--- src/rfc_map.svh ---
// Purpose: Register offsets, field positions and reset values for region_fail_capture
// Assumes: APB byte addresses, one 32-bit word per register
// Notes:   Included by the package and the design modules
`ifndef RFC_MAP_SVH
`define RFC_MAP_SVH

`define RFC_NUM_FILTERS      2
`define RFC_NUM_REGIONS      8
`define RFC_TAG_WIDTH        8
`define RFC_VNET_WIDTH       4

// Register byte offsets
`define RFC_OFF_INT_STATUS   12'h000
`define RFC_OFF_INT_MASK     12'h004
`define RFC_OFF_INT_CLEAR    12'h008
`define RFC_OFF_FAIL_ID0     12'h010
`define RFC_OFF_BASE_LOW0    12'h100

// Field positions
`define RFC_VNET_LSB         24
`define RFC_VNET_MSB         27
`define RFC_BASE_LSB         12
`define RFC_BASE_MSB         31

// Reset values
`define RFC_BASE_RESET       20'h00000
`define RFC_STATUS_RESET     2'h0
`define RFC_MASK_RESET       2'h0

`endif

--- src/rfc_pkg.sv ---
// Purpose: Shared types for region_fail_capture
// Assumes: rfc_map.svh sets the widths
// Notes:   Types only; numbers live in the map header
`include "rfc_map.svh"

package rfc_pkg;
    typedef logic [`RFC_TAG_WIDTH-1:0]   rfc_tag_type;
    typedef logic [`RFC_VNET_WIDTH-1:0]  rfc_vnet_type;
    typedef logic [`RFC_NUM_FILTERS-1:0] rfc_fvec_type;
    typedef logic [19:0]                 rfc_base_type;
endpackage

--- src/rfc_fail_if.sv ---
// Purpose: Failure report from the main block into one capture unit
// Assumes: Single clock domain
// Notes:   Carries the event, its tag and its virtual network
`timescale 1ns/1ps

interface rfc_fail_if;
    import rfc_pkg::*;
    logic         fail;
    logic         is_write;
    rfc_tag_type  rd_tag;
    rfc_tag_type  wr_tag;
    rfc_vnet_type rd_vnet;
    rfc_vnet_type wr_vnet;
    logic         clear;
    logic         flag;
    logic [31:0]  ident;
    modport src (output fail, is_write, rd_tag, wr_tag, rd_vnet, wr_vnet, clear,
                 input flag, ident);
    modport dst (input fail, is_write, rd_tag, wr_tag, rd_vnet, wr_vnet, clear,
                 output flag, ident);
endinterface

--- src/rfc_capture.sv ---
// Purpose: First-failure capture for one filter unit
// Assumes: Synchronous active-low reset
// Notes:   Status flag freezes the record until cleared
`timescale 1ns/1ps
`include "rfc_map.svh"

module rfc_capture (
    input  wire logic clk_i,
    input  wire logic nrst_i,
    rfc_fail_if.dst   fi
);
    import rfc_pkg::*;

    logic         flag_r;
    rfc_tag_type  tag_r;
    rfc_vnet_type vnet_r;

    // Flag: new failure wins over a clear in the same cycle
    always_ff @(posedge clk_i) begin
        if (!nrst_i) begin
            flag_r <= 1'b0;
        end else if (fi.fail) begin
            flag_r <= 1'b1;
        end else if (fi.clear) begin
            flag_r <= 1'b0;
        end
    end

    // Record only when flag clear or a clear arrives in the same cycle, so the first one sticks
    always_ff @(posedge clk_i) begin
        if (!nrst_i) begin
            tag_r  <= '0;
            vnet_r <= '0;
        end else if (fi.fail && (!flag_r || fi.clear)) begin
            tag_r  <= fi.is_write ? fi.wr_tag : fi.rd_tag;
            vnet_r <= fi.is_write ? fi.wr_vnet : fi.rd_vnet;
        end
    end

    assign fi.flag  = flag_r;
    // Reserved bits read zero
    always_comb begin
        fi.ident = 32'h00000000;
        fi.ident[`RFC_TAG_WIDTH-1:0] = tag_r;
        fi.ident[`RFC_VNET_MSB:`RFC_VNET_LSB] = vnet_r;
    end

    a_frozen_record: assert property (@(posedge clk_i) disable iff (!nrst_i)
        flag_r && !fi.clear |=> $stable(tag_r) && $stable(vnet_r))
        else $error("capture changed while flag set");
    a_first_capture: assert property (@(posedge clk_i) disable iff (!nrst_i)
        fi.fail && !flag_r && !fi.is_write |=> tag_r == $past(fi.rd_tag))
        else $error("read tag not captured");
    a_write_vnet: assert property (@(posedge clk_i) disable iff (!nrst_i)
        fi.fail && !flag_r && fi.is_write |=> vnet_r == $past(fi.wr_vnet))
        else $error("write vnet not captured");
    a_flag_sets: assert property (@(posedge clk_i) disable iff (!nrst_i)
        fi.fail |=> flag_r)
        else $error("flag not set on failure");
endmodule // rfc_capture

--- src/rfc_region_fail_capture.sv ---
// Purpose: Failure-ID capture and region base-low registers over APB
// Assumes: 40 MHz clk_i, synchronous active-low nrst_i, APB master
// Notes:   Permission and overlap detection arrive as pulse inputs
`timescale 1ns/1ps
`include "rfc_map.svh"

module rfc_region_fail_capture (
    input  wire logic                    clk_i,
    input  wire logic                    nrst_i,
    input  wire logic                    psel_i,
    input  wire logic                    penable_i,
    input  wire logic                    pwrite_i,
    input  wire logic [11:0]             paddr_i,
    input  wire logic [31:0]             pwdata_i,
    output logic      [31:0]             prdata_o,
    output logic                         pready_o,
    output logic                         pslverr_o,
    input  wire rfc_pkg::rfc_fvec_type   fail_i,
    input  wire rfc_pkg::rfc_fvec_type   fail_is_write_i,
    input  wire logic [`RFC_NUM_FILTERS*`RFC_TAG_WIDTH-1:0]  read_tag_in_i,
    input  wire logic [`RFC_NUM_FILTERS*`RFC_TAG_WIDTH-1:0]  write_tag_in_i,
    input  wire logic [`RFC_NUM_FILTERS*`RFC_VNET_WIDTH-1:0] read_virtual_network_in_i,
    input  wire logic [`RFC_NUM_FILTERS*`RFC_VNET_WIDTH-1:0] write_virtual_network_in_i,
    output logic [`RFC_NUM_REGIONS*32-1:0] region_base_o,
    output logic                         irq_o
);
    import rfc_pkg::*;

    rfc_base_type base_r [`RFC_NUM_REGIONS];
    rfc_fvec_type mask_r;
    rfc_fvec_type flag_w;
    rfc_fvec_type clear_w;
    logic [31:0]  ident_w [`RFC_NUM_FILTERS];
    logic [31:0]  rdata_nxt;
    logic         err_nxt;
    logic         wr_go;

    // Word index within the base-low bank, or -1 when outside it or not word-aligned
    function automatic int base_index(input logic [11:0] a);
        int off;
        off = int'(a) - int'(`RFC_OFF_BASE_LOW0);
        if (off >= 0 && off < 4 * `RFC_NUM_REGIONS && off[1:0] == 2'b00) begin
            return off / 4;
        end
        return -1;
    endfunction

    function automatic int fail_index(input logic [11:0] a);
        int off;
        off = int'(a) - int'(`RFC_OFF_FAIL_ID0);
        if (off >= 0 && off < 4 * `RFC_NUM_FILTERS && off[1:0] == 2'b00) begin
            return off / 4;
        end
        return -1;
    endfunction

    // Zero-wait slave: access phase answers at once
    assign pready_o = 1'b1;
    assign wr_go    = psel_i && penable_i && pwrite_i;

    // One capture unit per filter
    genvar g;
    generate
        for (g = 0; g < `RFC_NUM_FILTERS; g++) begin : g_cap
            rfc_fail_if fif ();
            assign fif.fail     = fail_i[g];
            assign fif.is_write = fail_is_write_i[g];
            assign fif.rd_tag   = read_tag_in_i[g*`RFC_TAG_WIDTH +: `RFC_TAG_WIDTH];
            assign fif.wr_tag   = write_tag_in_i[g*`RFC_TAG_WIDTH +: `RFC_TAG_WIDTH];
            assign fif.rd_vnet  = read_virtual_network_in_i[g*`RFC_VNET_WIDTH +: `RFC_VNET_WIDTH];
            assign fif.wr_vnet  = write_virtual_network_in_i[g*`RFC_VNET_WIDTH +: `RFC_VNET_WIDTH];
            assign fif.clear    = clear_w[g];
            assign flag_w[g]    = fif.flag;
            assign ident_w[g]   = fif.ident;
            rfc_capture u_cap (
                .clk_i  (clk_i),
                .nrst_i (nrst_i),
                .fi     (fif.dst)
            );
        end
    endgenerate

    // Write-one-to-clear through the clear register
    assign clear_w = (wr_go && paddr_i == `RFC_OFF_INT_CLEAR)
                   ? pwdata_i[`RFC_NUM_FILTERS-1:0] : '0;

    // Mask register
    always_ff @(posedge clk_i) begin
        if (!nrst_i) begin
            mask_r <= `RFC_MASK_RESET;
        end else if (wr_go && paddr_i == `RFC_OFF_INT_MASK) begin
            mask_r <= pwdata_i[`RFC_NUM_FILTERS-1:0];
        end
    end

    // Base-low bank; region 0 never written
    always_ff @(posedge clk_i) begin
        if (!nrst_i) begin
            for (int i = 0; i < `RFC_NUM_REGIONS; i++) begin
                base_r[i] <= `RFC_BASE_RESET;
            end
        end else if (wr_go && base_index(paddr_i) > 0) begin
            base_r[base_index(paddr_i)] <= pwdata_i[`RFC_BASE_MSB:`RFC_BASE_LSB];
        end
    end

    // Base addresses for the filters; low bits forced zero
    always_comb begin
        region_base_o = '0;
        for (int i = 1; i < `RFC_NUM_REGIONS; i++) begin
            region_base_o[i*32 +: 32] = {base_r[i], 12'h000};
        end
    end

    // Read mux; unmapped addresses answer with an error
    always_comb begin
        int bi;
        int fi;
        bi = base_index(paddr_i);
        fi = fail_index(paddr_i);
        rdata_nxt = 32'h00000000;
        err_nxt   = 1'b0;
        if (paddr_i == `RFC_OFF_INT_STATUS) begin
            rdata_nxt[`RFC_NUM_FILTERS-1:0] = flag_w;
        end else if (paddr_i == `RFC_OFF_INT_MASK) begin
            rdata_nxt[`RFC_NUM_FILTERS-1:0] = mask_r;
        end else if (paddr_i == `RFC_OFF_INT_CLEAR) begin
            rdata_nxt = 32'h00000000;
        end else if (fi >= 0) begin
            rdata_nxt = ident_w[fi];
        end else if (bi == 0) begin
            rdata_nxt = 32'h00000000;
        end else if (bi > 0) begin
            rdata_nxt = {base_r[bi], 12'h000};
        end else begin
            err_nxt = 1'b1;
        end
    end

    assign prdata_o  = (psel_i && penable_i && !pwrite_i) ? rdata_nxt : 32'h00000000;
    assign pslverr_o = psel_i && penable_i && err_nxt;
    assign irq_o     = |(flag_w & mask_r);

    a_region0_zero: assert property (@(posedge clk_i) disable iff (!nrst_i)
        base_r[0] == 20'h00000)
        else $error("region 0 base not zero");
    a_base_write: assert property (@(posedge clk_i) disable iff (!nrst_i)
        wr_go && paddr_i == `RFC_OFF_BASE_LOW0 + 12'h004
        |=> base_r[1] == $past(pwdata_i[31:12]))
        else $error("base write lost");
    a_low_zero: assert property (@(posedge clk_i) disable iff (!nrst_i)
        region_base_o[43:32] == 12'h000)
        else $error("base low bits not zero");
    a_clear_flag: assert property (@(posedge clk_i) disable iff (!nrst_i)
        clear_w[0] && !fail_i[0] |=> !flag_w[0])
        else $error("clear did not drop flag");

    // Interrupt is a plain level of the unmasked flags
    a_irq_level: assert property (@(posedge clk_i) disable iff (!nrst_i)
        irq_o == |(flag_w & mask_r))
        else $error("irq level wrong");

    // Unmapped addresses must be refused in the access phase
    a_unmapped_err: assert property (@(posedge clk_i) disable iff (!nrst_i)
        psel_i && penable_i && paddr_i == 12'h0FC |-> pslverr_o)
        else $error("unmapped access not refused");

    // Failure record of filter 1 reads back tag and vnet fields only
    a_ident_reserved: assert property (@(posedge clk_i) disable iff (!nrst_i)
        ident_w[1][31:28] == 4'h0 && ident_w[1][23:`RFC_TAG_WIDTH] == 16'h0000)
        else $error("reserved ident bits set");
endmodule // rfc_region_fail_capture

--- config.mk ---
export PLATFORM = sky130hd
export DESIGN_NAME = rfc_region_fail_capture
export DESIGN_NICKNAME = d
export VERILOG_FILES = /design/src/rfc_pkg.sv /design/src/rfc_fail_if.sv /design/src/rfc_capture.sv /design/src/rfc_region_fail_capture.sv
export VERILOG_INCLUDE_DIRS = /design/src
export SDC_FILE = /design/constraint.sdc
export NUM_CORES = 1
export LEC_CHECK = 0
export BUFFER_PORTS_ARGS = -buffer_cell sky130_fd_sc_hd__buf_4
export CAP_MARGIN = 20
export CORE_MARGIN = 1
export CORE_UTILIZATION = 30
export DETAILED_ROUTE_END_ITERATION = 16
export MAX_ROUTING_LAYER = met4
export SYNTH_ARGS = -nofsm -noshare
export SYNTH_HDL_FRONTEND = slang
export SYNTH_SLANG_ARGS = --single-unit
--- constraint.sdc ---
create_clock -name clk_i -period 10 [get_ports clk_i]
set_input_delay 0.5 -clock clk_i [delete_from_list [all_inputs] [get_ports clk_i]]
set_output_delay 0.5 -clock clk_i [all_outputs]
set_load 0.1 [all_outputs]
==> reports/metrics.yaml <==
floorplanning:
  die_h_um: 188.6
  core.rowCount: 67
  dieArea_um2: 35580
  die_w_um: 188.6
  start_util_pct: 30.85
  core_area_um2: 33870
  pin_count: 392
sta:
  setup_violations: 0
  hold_viol_final: 0
  min_period_over_period_pct: 61.57
  maxSlewViolCount: 0
  fmax_ghz: 0.1624
  skew_ns: 0.01513
  rsz0062_at_grt: "no"
  setup_tns_ns: 0
  relSlewSlack_pct: 27.30
  tightestPinTransition_ns: 1.091
  min_period_ns: 6.157
  fin_hold_ws_ns: 0.2919
worst_setup_path:
  start_kind: "input port"
  path_class: "in2out"
  critPathArrivalTime_ns: 5.66
  critPathCaptureType: "primary output"
  path_max_fanout: 20
  crit_required_ns: 9.50
clock_network:
  post_cts_buffers: 0
  cts_num_sinks: 188
  cts_resized: 0
  clk_pin_slew_ns: 0.08
  ctsHoldBuffers: 0
  cts_tree: "done"
  worst_skew_pair.late_latency_ns: 0.44
  cts_buffer_depth: 2
  cts_inserted_buffers: 17
  cts_root_buf: "clkbuf_16"
  cts_max_level: 4
pwr:
  pwr-share-seq_pct: 40.9
  leakagePower_nw: 5.563
  power.internal_mw: 1.346
  max-vdd-ir-drop_v: 0.0001215
  power_switching_mw: 0.8981
  p_sw_share_pct: 40.02
  p_total_mw: 2.244
  clockPowerShare_pct: 31.3
  power_density_nw_per_um2: 172.1
  comb_power_share_pct: 27.9
logic_synthesis:
  ys_seq_elements: 188
  synth_top_cell_by_area: "edfxtp_1"
  yosysSeqAreaShare_pct: 51.35
  yosysWarnings: 0
  syn_inst: 934
  synth_edf_count: 160
  synth-main-ff-cell: "edfxtp_1"
  synth_area_um2: 10450
  netlist_top_cells_area: "edfxtp_1 (46%), buf_4 (8.9%), and2_1 (7.4%), dfxtp_1 (5.4%), mux2i_1 (3.4%)"
  avgSynthCellArea_um2: 11.19
  ys_types: 66
  synthArstFlopShare_pct: 0
  synth_top_cell_area_share_pct: 45.99
final_layout:
  final_common_cell: "buf_4"
  n_antenna_cell: 0
  instances_no_fill: 1636
  layout.nets: 1290
  layout_common_cells: "buf_4 (278), edfxtp_1 (160), and2_1 (123), conb_1 (121), nand2_1 (48)"
  area_delta_synth_final_pct: 24.77
  drive_above_1_share_pct: 28.54
placement:
  portBuffers: 260
  dp_hpwl_mm: 26.53
  placedCellCount: 1603
  routabilityCongestion: 0.8564
routing:
  drc: 0
  firstDrtPassIters: 5
  wirelength_mm: 36.32
  detail_route.iter0.violations: 524
  vias_per_cell: 4.906
  wl_per_cell_um: 22.20
  vias: 8027
  ant_nets: 0
global_routing:
  grt_usage_pct: 20.87
  overflow: 0
  grt_antenna_before_repair: 0
  grt_pass1_wl_mm: 52.47
  grt_pass1_vias: 8189
  grt_max_degree: 44
run_status:
  outcome: "complete, no violations"
flow_run:
  drv_cap: 0
min_path:
  min_path_type: "in2reg"
==> cell type report <==
class,count,area [µm²]
clock inverters,15,176.4
repair buffers,279,2102
well taps,448,560.5
fillers,3360,20830
flip-flops and latches,188,5365
multi-input cells,680,4372
inverters,9,33.78
clock buffers,17,425.4
==> layer usage <==
| layer | GRT usage, % | wire, µm | vias to the layer above |
|---|---|---|---|
| met5 | - | 0 | - |
| met4 | 6.421 | 697 | 0 |
| met3 | 5.718 | 2913 | 39 |
| met2 | 36.03 | 18490 | 360 |
| met1 | 23.31 | 14220 | 3939 |
| li1 | - | - | 3689 |
==> worst max-delay path, cell delays in order <==
cell and delay, ns:
buf_4 0.15, inv_2 0.11, ha_1 0.23, or3b_2 0.51
nor2_1 0.13, ha_1 0.20, ha_1 0.34, nand4_1 0.21
or4_1 0.50, nand2b_1 0.18, ha_1 0.18, nor4b_1 0.25
nand4_1 0.19, nor4_4 0.36, a41o_1 0.96, o32ai_1 0.33
buf_4 0.32
==> sequential cells by signal, summed over array words and instances (netlist names) <==
name / flops
mask_r: 2
g_cap.u_cap.tag_r: 16
g_cap.u_cap.fi.flag: 2
base_r: 160
g_cap.u_cap.vnet_r: 8
==> per-stage QoR <==
step	setup slack (ns)	utilization, %	instance area, µm²
2_1_floorplan	2.938	-	10890
3_3_place_gp	3.908	36.67	12420
3_5_place_dp	3.884	36.67	12420
4_1_cts	3.854	38.44	13020
5_1_grt	3.547	38.49	13040
6_report	3.843	38.49	13040
==> power by group through the flow <==
stage | Clock, mW | Combinational [mW] | Sequential (mW)
after global routing | 0.745 | 0.645 | 0.921
final | 0.702 | 0.625 | 0.917
after CTS | 0.712 | 0.626 | 0.917
after global placement | 0 | 0.624 | 0.934
after floorplan | 0 | 0.317 | 1.15
after detailed placement | 0 | 0.625 | 0.935
==> cells in the mapped netlist, drive strengths merged (3+ instances only) <==
library cell and instances:
o22a 13, o211a 24, nand4 13, edfxtp 160
xnor2 6, nand2b 11, nor4 19, clkbuf 33
o311a 3, mux2 4, or3 7, o22ai 41
o21ai 16, nor4b 4, nor4bb 3, and2 123
nand2 49, inv 9, nor2b 7, a21oi 5
o31ai 7, buf 143, dfxtp 28, nand3 12
a21boi 3, o32ai 9, nor3 13, o221ai 8
nand4b 4, and3 42, mux2i 35, nor2 38
ha 14, or2 3
==> worst paths after layout <==
check                           cells after the start  slack [ns]                        to                      from
worst max-delay path                               17        3.84              prdata_o[24]                paddr_i[8]
worst min register to register                      1        0.50  g_cap[1].u_cap.vnet_r[2]  g_cap[1].u_cap.vnet_r[2]
worst max register to register                      3        8.37  g_cap[1].u_cap.vnet_r[1]    g_cap[1].u_cap.fi.flag
worst min-delay path                                3        0.29    g_cap[0].u_cap.fi.flag                 fail_i[0]
==> logic make-up (layout without fill, tap and decap cells) <==
group           after synthesis  count (layout)  share of synthesized area, %
simple gates                358             358                         20.22
compound gates              139             139                         10.31
other cells                   2             121                       0.07188
mux                          40              40                         4.000
xor+xnor                      8               8                        0.8863
flops                       188             188                         51.35
buf+inv                     185             320                         11.49
fa+ha+maj                    14              14                         1.677
(Power assumes the default switching activity.)
